### src/ocfd_pkg.sv
// shared constants and types for the output channel fault diagnostics block
package ocfd_pkg;
  // ==========================================================================
  // register map
  // ==========================================================================
  localparam logic [3:0] OCFD_ADDR_CTRL = 4'h0;
  localparam logic [3:0] OCFD_ADDR_FAULT = 4'h1;
  localparam logic [3:0] OCFD_ADDR_STATUS = 4'h2;
  localparam logic [3:0] OCFD_ADDR_RETRY = 4'h3;

  // control register fields
  localparam int OCFD_CTRL_TB_LO = 0;
  localparam int OCFD_CTRL_TB_HI = 1;
  localparam int OCFD_CTRL_ONOFF = 2;
  localparam logic [7:0] OCFD_CTRL_RESET = 8'h00;

  // fault register fields
  localparam int OCFD_F_SB = 0;
  localparam int OCFD_F_SBT = 1;
  localparam int OCFD_F_SG = 2;
  localparam int OCFD_F_OLOFF = 3;
  localparam int OCFD_F_OFFT = 4;
  localparam int OCFD_F_OLON = 5;

  // status register fields
  localparam int OCFD_S_OVL = 0;
  localparam int OCFD_S_FORCED = 1;

  // ==========================================================================
  // timing
  // ==========================================================================
  localparam logic [8:0] OCFD_PREDIV_128 = 9'h080;
  localparam logic [8:0] OCFD_PREDIV_192 = 9'h0C0;
  localparam logic [8:0] OCFD_PREDIV_256 = 9'h100;
  localparam logic [1:0] OCFD_TB_128 = 2'h0;
  localparam logic [1:0] OCFD_TB_256 = 2'h3;
  localparam logic [3:0] OCFD_NFAULT = 4'hA;
  localparam logic [6:0] OCFD_OLON_PERIODS = 7'h40;
  localparam logic [7:0] OCFD_RETRY_RESET = 8'h08;

  // filtered comparator flags travel together
  typedef struct packed {
    logic sb;
    logic sg;
    logic ol;
  } ocfd_flags_s;

  typedef enum logic [1:0] {OCFD_RUN, OCFD_FORCED_OFF} ocfd_drv_e;

  // predivider length from the two-bit timebase code
  function automatic logic [8:0] ocfd_prediv(input logic [1:0] sel);
    if (sel == OCFD_TB_128) begin
      ocfd_prediv = OCFD_PREDIV_128;
    end else if (sel == OCFD_TB_256) begin
      ocfd_prediv = OCFD_PREDIV_256;
    end else begin
      ocfd_prediv = OCFD_PREDIV_192;
    end
  endfunction
endpackage

### src/ocfd_sync.sv
// three-stage pin synchroniser with agreement check
module ocfd_sync import ocfd_pkg::*; (
  input wire logic i_clk, // system clock
  input wire logic i_reset, // synchronous reset
  input wire logic i_pin, // asynchronous pin level
  output logic o_level // qualified level
);
  logic s1_r, s2_r, s3_r;
  // ==========================================================================
  // capture chain; first stage is read only by the second
  // ==========================================================================
  always_ff @(posedge i_clk) begin
    if (i_reset) begin
      s1_r <= 1'b0;
      s2_r <= 1'b0;
      s3_r <= 1'b0;
    end else begin
      s1_r <= i_pin;
      s2_r <= s1_r;
      s3_r <= s2_r;
    end
  end
  // level only moves once two later stages agree
  always_ff @(posedge i_clk) begin
    if (i_reset) begin
      o_level <= 1'b0;
    end else if (s2_r == s3_r) begin
      o_level <= s3_r;
    end
  end
endmodule

### src/ocfd_filt.sv
// digital filter timer for one analog comparator flag
module ocfd_filt import ocfd_pkg::*; (
  input wire logic i_clk, // system clock
  input wire logic i_reset, // synchronous reset
  input wire logic i_raw, // synchronised raw flag
  input wire logic i_tick, // predivided tick
  input wire logic i_clr, // clear timer
  input wire logic i_hold, // force filtered flag low
  output logic o_filt // filtered flag
);
  logic [3:0] cnt_r;
  logic raw_d_r;
  // ==========================================================================
  // timer: restarts on raw rise, clears on raw fall or clear
  // ==========================================================================
  always_ff @(posedge i_clk) begin
    if (i_reset) begin
      raw_d_r <= 1'b0;
    end else begin
      raw_d_r <= i_raw;
    end
  end
  always_ff @(posedge i_clk) begin
    if (i_reset || i_clr || !i_raw || (i_raw && !raw_d_r)) begin
      cnt_r <= 4'h0;
    end else if (i_tick && cnt_r != OCFD_NFAULT) begin
      cnt_r <= cnt_r + 4'h1;
    end
  end
  // raw fall drops the flag at once, without waiting for the counter
  always_ff @(posedge i_clk) begin
    if (i_reset || i_hold || !i_raw || i_clr) begin
      o_filt <= 1'b0;
    end else if (cnt_r == OCFD_NFAULT) begin
      o_filt <= 1'b1;
    end
  end
endmodule

### src/ocfd_top.sv
// per-channel fault diagnostics: filters, tested timer, fault latches
//
// The register addresses and the address-and-strobe port were chosen for this implementation.
module ocfd_top import ocfd_pkg::*; (
  input wire logic i_clk, // 20 MHz system clock
  input wire logic i_reset, // synchronous, active high
  input wire logic [3:0] i_addr, // register address
  input wire logic [7:0] i_wdata, // register write data
  input wire logic i_wr, // write strobe
  input wire logic i_rd, // read strobe
  output logic [7:0] o_rdata, // read data, cycle after strobe
  input wire logic i_pwm, // commanded gate level from control loop
  input wire logic i_pwm_period, // one pulse per pwm period start
  input wire logic i_short_batt_raw, // analog comparator pin
  input wire logic i_short_gnd_raw, // analog comparator pin
  input wire logic i_open_load_raw, // analog comparator pin
  input wire logic i_overvoltage, // battery over-voltage comparator pin
  output logic o_gate_drive_output, // gate drive to MOSFET
  output logic o_integrator_hold // freezes current integrator
);
  logic sb_s, sg_s, ol_s, ov_s;
  logic [7:0] ctrl_r;
  logic [7:0] retry_len_r;
  logic [8:0] pdiv_r;
  logic tick;
  logic gate_d_r;
  logic rise, fall;
  logic [3:0] tested_r;
  logic tested_exp;
  logic tested_hit;
  logic fault_rd;
  logic short_batt_fault_r, short_batt_tested_r, short_gnd_fault_r;
  logic open_load_off_fault_r, off_tested_r, open_load_on_fault_r;
  logic overvoltage_latch_flag_r;
  logic [6:0] hi_per_r;
  logic [7:0] retry_cnt_r;
  ocfd_drv_e drv_r;
  ocfd_flags_s filt;
  logic filt_clr;
  logic gate_nxt;

  // ==========================================================================
  // pin synchronisers
  // ==========================================================================
  ocfd_sync u_sync_sb (
    .i_clk(i_clk),
    .i_reset(i_reset),
    .i_pin(i_short_batt_raw),
    .o_level(sb_s)
  );
  ocfd_sync u_sync_sg (
    .i_clk(i_clk),
    .i_reset(i_reset),
    .i_pin(i_short_gnd_raw),
    .o_level(sg_s)
  );
  ocfd_sync u_sync_ol (
    .i_clk(i_clk),
    .i_reset(i_reset),
    .i_pin(i_open_load_raw),
    .o_level(ol_s)
  );
  ocfd_sync u_sync_ov (
    .i_clk(i_clk),
    .i_reset(i_reset),
    .i_pin(i_overvoltage),
    .o_level(ov_s)
  );

  // ==========================================================================
  // register bus
  // ==========================================================================
  // fault register read is the clearing event
  assign fault_rd = i_rd && (i_addr == OCFD_ADDR_FAULT);

  // control and retry length writes
  always_ff @(posedge i_clk) begin
    if (i_reset) begin
      ctrl_r <= OCFD_CTRL_RESET;
      retry_len_r <= OCFD_RETRY_RESET;
    end else if (i_wr) begin
      if (i_addr == OCFD_ADDR_CTRL) begin
        ctrl_r <= i_wdata;
      end else if (i_addr == OCFD_ADDR_RETRY) begin
        retry_len_r <= i_wdata;
      end
    end
  end

  // read mux; returns pre-clear fault state, unmapped reads zero
  always_ff @(posedge i_clk) begin
    if (i_reset) begin
      o_rdata <= 8'h00;
    end else if (i_rd) begin
      if (i_addr == OCFD_ADDR_CTRL) begin
        o_rdata <= ctrl_r;
      end else if (i_addr == OCFD_ADDR_FAULT) begin
        o_rdata <= {2'b00, open_load_on_fault_r, off_tested_r, open_load_off_fault_r,
                    short_gnd_fault_r, short_batt_tested_r, short_batt_fault_r};
      end else if (i_addr == OCFD_ADDR_STATUS) begin
        o_rdata <= {6'h00, (drv_r == OCFD_FORCED_OFF), overvoltage_latch_flag_r};
      end else if (i_addr == OCFD_ADDR_RETRY) begin
        o_rdata <= retry_len_r;
      end else begin
        o_rdata <= 8'h00;
      end
    end else begin
      o_rdata <= 8'h00;
    end
  end

  // ==========================================================================
  // timebase predivider
  // ==========================================================================
  always_ff @(posedge i_clk) begin
    if (i_reset || tick) begin
      pdiv_r <= 9'h000;
    end else begin
      pdiv_r <= pdiv_r + 9'h001;
    end
  end
  assign tick = (pdiv_r == ocfd_prediv({ctrl_r[OCFD_CTRL_TB_HI], ctrl_r[OCFD_CTRL_TB_LO]})
                 - 9'h001);

  // ==========================================================================
  // gate drive and edges
  // ==========================================================================
  // over-voltage and forced-off both win over the pwm command
  always_comb begin
    gate_nxt = i_pwm && !ov_s && (drv_r == OCFD_RUN);
    if (filt.sb && short_batt_tested_r) begin
      gate_nxt = 1'b0;
    end
  end

  always_ff @(posedge i_clk) begin
    if (i_reset) begin
      o_gate_drive_output <= 1'b0;
      gate_d_r <= 1'b0;
      o_integrator_hold <= 1'b0;
    end else begin
      o_gate_drive_output <= gate_nxt;
      gate_d_r <= o_gate_drive_output;
      o_integrator_hold <= ov_s;
    end
  end
  assign rise = o_gate_drive_output && !gate_d_r;
  assign fall = !o_gate_drive_output && gate_d_r;
  assign filt_clr = rise || fall || fault_rd;

  // ==========================================================================
  // filter timers; sb held while low, sg/ol held while high
  // ==========================================================================
  ocfd_filt u_filt_sb (
    .i_clk(i_clk),
    .i_reset(i_reset),
    .i_raw(sb_s),
    .i_tick(tick),
    .i_clr(filt_clr),
    .i_hold(!o_gate_drive_output),
    .o_filt(filt.sb)
  );
  ocfd_filt u_filt_sg (
    .i_clk(i_clk),
    .i_reset(i_reset),
    .i_raw(sg_s),
    .i_tick(tick),
    .i_clr(filt_clr),
    .i_hold(o_gate_drive_output),
    .o_filt(filt.sg)
  );
  ocfd_filt u_filt_ol (
    .i_clk(i_clk),
    .i_reset(i_reset),
    .i_raw(ol_s),
    .i_tick(tick),
    .i_clr(filt_clr),
    .i_hold(o_gate_drive_output),
    .o_filt(filt.ol)
  );

  // ==========================================================================
  // tested timer, shared by on- and off-state phases
  // ==========================================================================
  always_ff @(posedge i_clk) begin
    if (i_reset || rise || fall || fault_rd) begin
      tested_r <= 4'h0;
    end else if (tick && !tested_exp) begin
      tested_r <= tested_r + 4'h1;
    end
  end
  assign tested_exp = (tested_r == OCFD_NFAULT);
  // expiry as a one-cycle event, so a later read really clears the tested bits
  assign tested_hit = tick && (tested_r == OCFD_NFAULT - 4'h1);

  // ==========================================================================
  // on-state latches; set beats read-clear
  // ==========================================================================
  always_ff @(posedge i_clk) begin
    if (i_reset) begin
      short_batt_tested_r <= 1'b0;
    end else if ((tested_hit && o_gate_drive_output)
                 || (filt.sb && short_batt_tested_r)) begin
      short_batt_tested_r <= 1'b1;
    end else if (fault_rd) begin
      short_batt_tested_r <= 1'b0;
    end
  end

  always_ff @(posedge i_clk) begin
    if (i_reset) begin
      short_batt_fault_r <= 1'b0;
    end else if (filt.sb && short_batt_tested_r) begin
      short_batt_fault_r <= 1'b1;
    end else if (fault_rd) begin
      short_batt_fault_r <= 1'b0;
    end
  end

  // high-period counter for on-state open load; restarts after a report
  always_ff @(posedge i_clk) begin
    if (i_reset || !o_gate_drive_output || ctrl_r[OCFD_CTRL_ONOFF]) begin
      hi_per_r <= 7'h00;
    end else if (i_pwm_period) begin
      if (hi_per_r == OCFD_OLON_PERIODS - 7'h01) begin
        hi_per_r <= 7'h00;
      end else begin
        hi_per_r <= hi_per_r + 7'h01;
      end
    end
  end

  always_ff @(posedge i_clk) begin
    if (i_reset || ctrl_r[OCFD_CTRL_ONOFF]) begin
      open_load_on_fault_r <= 1'b0;
    end else if (o_gate_drive_output && i_pwm_period
                 && hi_per_r == OCFD_OLON_PERIODS - 7'h01) begin
      open_load_on_fault_r <= 1'b1;
    end else if (fault_rd) begin
      open_load_on_fault_r <= 1'b0;
    end
  end

  // ==========================================================================
  // off-state latches, active in both modes
  // ==========================================================================
  always_ff @(posedge i_clk) begin
    if (i_reset) begin
      off_tested_r <= 1'b0;
    end else if ((tested_hit && !o_gate_drive_output)
                 || (filt.sg && tested_exp)) begin
      off_tested_r <= 1'b1;
    end else if (fault_rd) begin
      off_tested_r <= 1'b0;
    end
  end

  always_ff @(posedge i_clk) begin
    if (i_reset) begin
      short_gnd_fault_r <= 1'b0;
    end else if (filt.sg && tested_exp) begin
      short_gnd_fault_r <= 1'b1;
    end else if (fault_rd) begin
      short_gnd_fault_r <= 1'b0;
    end
  end

  // ground short masks open load, which is left as it stands
  always_ff @(posedge i_clk) begin
    if (i_reset) begin
      open_load_off_fault_r <= 1'b0;
    end else if (!filt.sg && filt.ol) begin
      open_load_off_fault_r <= 1'b1;
    end else if (fault_rd) begin
      open_load_off_fault_r <= 1'b0;
    end
  end

  // ==========================================================================
  // over-voltage latch
  // ==========================================================================
  always_ff @(posedge i_clk) begin
    if (i_reset) begin
      overvoltage_latch_flag_r <= 1'b0;
    end else if (ov_s) begin
      overvoltage_latch_flag_r <= 1'b1;
    end else if (i_rd && i_addr == OCFD_ADDR_STATUS) begin
      overvoltage_latch_flag_r <= 1'b0;
    end
  end

  // ==========================================================================
  // retry: forced off until retry_len pwm periods pass
  // ==========================================================================
  always_ff @(posedge i_clk) begin
    if (i_reset) begin
      drv_r <= OCFD_RUN;
      retry_cnt_r <= 8'h00;
    end else begin
      case (drv_r)
        OCFD_RUN: begin
          if (filt.sb && short_batt_tested_r) begin
            drv_r <= OCFD_FORCED_OFF;
            retry_cnt_r <= 8'h00;
          end
        end
        OCFD_FORCED_OFF: begin
          if (i_pwm_period) begin
            if (retry_cnt_r + 8'h01 >= retry_len_r) begin
              drv_r <= OCFD_RUN;
            end else begin
              retry_cnt_r <= retry_cnt_r + 8'h01;
            end
          end
        end
        default: begin
          drv_r <= OCFD_RUN;
        end
      endcase
    end
  end
endmodule

### config.mk
export PLATFORM = sky130hd
export DESIGN_NAME = ocfd_top
export DESIGN_NICKNAME = d
export VERILOG_FILES = /design/src/ocfd_pkg.sv /design/src/ocfd_sync.sv /design/src/ocfd_filt.sv /design/src/ocfd_top.sv
export SDC_FILE = /design/constraint.sdc
export NUM_CORES = 1
export LEC_CHECK = 0
export BUFFER_PORTS_ARGS = -buffer_cell sky130_fd_sc_hd__buf_4
export CAP_MARGIN = 15
export CORE_AREA = 2 2 60 118
export CTS_BUF_LIST = sky130_fd_sc_hd__clkbuf_2
export DETAILED_ROUTE_END_ITERATION = 12
export DIE_AREA = 0 0 62 120
export MAX_ROUTING_LAYER = met4
export PLACE_DENSITY_LB_ADDON = 0.08
export REMOVE_ABC_BUFFERS = 1
export SLEW_MARGIN = 20
export SYNTH_ARGS = -nofsm -noshare
export SYNTH_HDL_FRONTEND = slang
export SYNTH_SLANG_ARGS = --single-unit
export TNS_END_PERCENT = 5
### constraint.sdc
create_clock -name i_clk -period 5.3 [get_ports i_clk]
set_input_delay 1.06 -clock i_clk [delete_from_list [all_inputs] [get_ports i_clk]]
set_output_delay 1.06 -clock i_clk [all_outputs]
set_load 0.005 [all_outputs]
Word-level counts from Yosys, hierarchy flattened
Index checks and enable logic that the tools add are counted.
{"block": "totals", "memories": 0, "latchBits": 0, "mem_bits_rw": 0, "inputBits": 22, "rom_bits": 0, "out_inout_bits": 10, "word_cells": 175, "regBits": 98}
{"block": "op_classes", "div_mod_pow": 0, "bitwise_logic": 2, "n_reduce_logical": 74, "multipliers": 0, "n_eq_ne": 23, "mux": 24, "n_shift": 0, "n_lt_le_gt_ge": 1, "addsub": 8}
{"operator": "8-bit 2-to-1 mux", "n": 7}
{"operator": "1-bit logical OR", "n": 25}
{"operator": "1-bit logical AND", "n": 21}
{"operator": "4-bit == test, second input constant", "n": 5}
{"operator": "9-bit 2-to-1 mux", "n": 2}
{"operator": "4-bit by 1-bit adder with 4-bit output, second input constant", "n": 4}
{"operator": "8-bit one-hot mux with 2 select lines", "n": 1}
{"operator": "2-bit nonzero test", "n": 8}
{"operator": "4-bit != test, second input constant", "n": 3}
{"operator": "1-bit logical NOT", "n": 11}
{"operator": "9-bit by 1-bit adder with 9-bit output, second input constant", "n": 1}
{"operator": "9-bit == test", "n": 1}
{"operator": "1-bit 2-to-1 mux", "n": 9}
{"operator": "9-bit by 1-bit subtractor with 9-bit output, second input constant", "n": 1}
{"operator": "8-bit by 1-bit adder with 8-bit output, second input constant", "n": 1}
{"operator": "4-bit by 2-bit == test with 1-bit output, second input constant", "n": 2}
{"operator": "8-bit >= comparator", "n": 1}
{"operator": "7-bit by 1-bit adder with 7-bit output, second input constant", "n": 1}
{"operator": "7-bit by 6-bit == test with 1-bit output, second input constant", "n": 1}
{"operator": "7-bit 2-to-1 mux", "n": 1}
{"operator": "2-bit 2-to-1 mux", "n": 3}
{"operator": "3-bit AND reduction", "n": 2}
{"operator": "1-bit == test", "n": 4}
{"operator": "4-bit by 1-bit == test with 1-bit output, second input constant", "n": 1}
{"operator": "11 further kinds", "n": 16}

Depth between registers and ports, before layout
{"block": "depth", "ltp_word": 9, "depth_mapped": 11, "depth_no_buf": 10}

Cells and area by module
A second synthesis with hierarchy kept.
{"block": "hier_totals", "cells_unflattened": 454, "hier_area_um2": 4336.7}
{"mod": "ocfd_top", "cells_per_inst": 333, "seq_area_each_um2": 1261.2, "area_each_um2": 3041.7, "n_inst": 1}
{"mod": "ocfd_filt", "cells_per_inst": 27, "seq_area_each_um2": 120.1, "area_each_um2": 281.5, "n_inst": 3}
{"mod": "ocfd_sync", "cells_per_inst": 10, "seq_area_each_um2": 80.1, "area_each_um2": 112.6, "n_inst": 4}

Worst setup path after synthesis
No wires, ideal clock.
{"block": "synth_path", "path_kind": "reg-to-reg", "from": "register retry_cnt_r[0]", "to": "register retry_cnt_r[3]", "required_ns": 5.226, "stages_incl_launch_ff": 11, "arrival_ns": 2.523, "n_path_buf": 0, "period_less_slack_ns": 2.597, "setup_ns": 0.074, "path_slack_ns": 2.703, "cell_sequence": "dfxtp_1 -> ha_1 -> nand3_1 -> nor2_1 -> xor2_1 -> ha_1 -> and3_1 -> a221oi_1 -> nand3_2 -> or4_1 -> a31oi_1"}
{"block": "synth_via", "elab_chain_cells": 4, "word_cells_on_any_way": 7, "classes_between": "add/sub (1); order compare (1); eq/ne (1); mux (3); reduce/logical (1)"}
{"element": "start, declared", "line": "ocfd_top.sv:36", "text": "logic [7:0] retry_cnt_r;"}
{"element": "start signal, assigned", "line": "ocfd_top.sv:312", "text": "retry_cnt_r <= retry_cnt_r + 8'h01;"}
{"element": "8-bit by 1-bit adder with 8-bit output *", "line": "ocfd_top.sv:309, ocfd_top.sv:312"}
{"element": "8-bit >= comparator or 8-bit 2-to-1 mux (tied branches)", "line": "ocfd_top.sv:309", "text": "if (retry_cnt_r + 8'h01 >= retry_len_r) begin"}
{"element": "2-bit != test (no line) or 8-bit 2-to-1 mux (tied branches)"}
{"element": "4-bit AND reduction (no line) or 8-bit one-hot mux with 2 select lines (tied branches)"}
Mark *: on every way between the ends. The rest lies on a longest branch, timed or not. The select of a mux whose other input is x is not followed.
A chain may end at the register's enable or synchronous reset.

Worst setup path after layout
Same ends and word-level chain as after synthesis.

==> metrics.yaml <==
outcome: "finished clean"
grt.overflow.total: 0
wl_per_cell_um: 13.9
hp-class: "flop to flop"
syn_inst: 462
area_delta_synth_final_pct: 9.87
cts_resized: 0
grt_pass1_vias: 3076
die_h_um: 120
synth_area_per_cell_sq_um: 9.22
ctsLongestPathBuffers: 2
slew_viol_final: 0
synth_area_sq_um: 4260
wl_met1_um: 3150
cp_slowest_cell: "a221oi_1"
worst_pin_slew_ps: 966
placed_cell_area_sq_um: 4540
arrival_ps: 3500
drc: 0
dr_wl_met2_um: 4480
fp.dieW_um: 62
path_cells: "ha_1 > nand3_1 > nor2_1 > xor2_1 > ha_1 > and3_1 > a221oi_1 > nand3_2 > or4_1 > a31oi_1"
grt_pass1_wl_um: 13400
avgViaCountPerCell: 5.50
synth_cell_types: 43
drv_cap: 0
final_common_cell: "dfxtp_1"
synth.ff_latch_count: 97
antenna_found_initial: 1
cts_sinks: 97
row_count: 42
cpMostUsedCell: "ha_1"
route.met3.wl_um: 269
worst_skew_pair.late_latency_ps: 570
final_cell_mix: "dfxtp_1, nor2_1, buf_4, ha_1, nor2b_1"
finalNetCount: 536
die-area_sq_um: 7440
io_buffers: 31
initial_core_util: 0.648
gp_congestion: 0.881
clock.fmax_ghz: 0.336
grt_use_total: 0.249
fin_area_sq_um: 4680
fillers: 552
synthArstFlopShare: 0
synth-edff-count: 0
yosysSeqAreaShare: 0.456
tns_ps: 0
cts_made_buffers: 9
max-slew-margin-rel: 0.351
hold_buffers: 0
fin_worst_skew_ps: 19.6
p_leak_nw: 1.92
cp_slowest_stage_delay_ps: 470
ir_drop_v: 0.000222
top_layer_used: "met4"
ff_latch_area_sq_um: 1940
postCtsSetupBuffers: 0
final.period_utilization: 0.561
placedCellCount: 566
grt_max_degree: 61
crit_path_max_fanout: 10
drt_pass1_iterations: 4
hold_viol_final: 0
timing.hold.ws_ps: 464
required_ps: 5820
reg2reg_depth: 10
rsz0062_at_grt: "no"
timing.final.crit_period_ps: 2980
multi_input_area_sq_um: 2160
drive_gt1_frac: 0.119
vias: 3205
start_kind: "flop"
criticalPathCategory: "flop to flop"
final_core_util: 0.712
post-dp-hpwl_um: 6000
setup_violations: 0
yosysWarnings: 0
ant_nets: 0
dominantRegCellSynth: "dfxtp_1"
cts-root-buf: "clkbuf_2"
power_per_cell_area_nw_per_um2: 256
hold_depth: 1
path_clk_slew_ps: 250
htreeDepth: 3
drtIter0Drc: 243
cts_tree: "built"
endpoint_kind: "flop"
instances_no_fill: 583
drt-total-wl_um: 8090
core-area_sq_um: 6570
ioPinCount: 32
critical path: cells and delay by family, from the launching register on:
kind                       cells  cell delay [ps]
AOI/OAI and AO/OA              2              600
xor gates and xnor gates       1              200
adders and majority gates      2              490
and+or+nand+nor                5             1180
DFF                            1              460
metal layers:
metal | up-vias | global-route usage
met2 | 55 | 0.425
met1 | 1499 | 0.259
li1 | 1637 | -
met4 | 0 | 0.104
met5 | - | -
met3 | 14 | 0.0582
sequential cells by signal, summed over array words and instances (netlist names), 7 cells and up:
signal       cells
ctrl_r           8
hi_per_r         7
pdiv_r           9
retry_len_r      8
retry_cnt_r      8
o_rdata          8
worst paths after layout:
check                               from                          end  slack [ps]
max          retry_cnt_r[0]$_SDFFE_PP0P_  retry_cnt_r[3]$_SDFFE_PP0P_        2320
min            u_sync_sb.s1_r$_SDFF_PP0_    u_sync_sb.s2_r$_SDFF_PP0_         460
max reg2reg  retry_cnt_r[0]$_SDFFE_PP0P_  retry_cnt_r[3]$_SDFFE_PP0P_        2320
min reg2reg    u_sync_sb.s1_r$_SDFF_PP0_    u_sync_sb.s2_r$_SDFF_PP0_         460
Yosys cell counts, drive strengths merged (7+ instances only):
cell	instances	area (sq um)
ha	25	313
xor2	15	131
nand3	22	115
nor2	69	259
nand4	11	68.8
inv	21	78.8
o21ai	9	45.0
xnor2	16	140
and3	14	87.6
nand3b	7	52.6
clkbuf	10	37.5
mux2i	18	180
dfxtp	97	1940
o211ai	9	67.6
nor2b	25	159
nand2	20	75.1
a21oi	21	105
through the flow:
step                      power (W)  setup WS [ps]
after CTS                   0.00121           2350
final                       0.00120           2320
after global placement     0.000812           2490
after detailed placement   0.000814           2400
after global routing        0.00125           2090
after floorplan            0.000783           2710
where the power goes:
part | switching, W | total (W) | internal [W]
logic | 0.0000294 | 0.0000540 | 0.0000245
clock network | 0.000242 | 0.000396 | 0.000154
registers | 0.00000594 | 0.000746 | 0.000740
total | 0.000278 | 0.00120 | 0.000918
logic make-up after synthesis:
group	count (synthesis)	share of synthesized area
simple gates	193	0.230
fa+ha+maj	25	0.0735
flops	97	0.456
buf+inv	37	0.0356
compound gates	59	0.0887
xor+xnor	31	0.0638
mux	20	0.0529
area by class of cell:
cell class	count	area share
Timing Repair Buffer	32	0.0514
Sequential cell	97	0.415
Inverter	21	0.0168
Tap cell	88	0.0235
Multi-Input combinational cell	328	0.463
Antenna cell	1	0.000535
Clock inverter	7	0.0203
Clock buffer	9	0.00963
No activity file was read; power rests on OpenSTA's default activity.
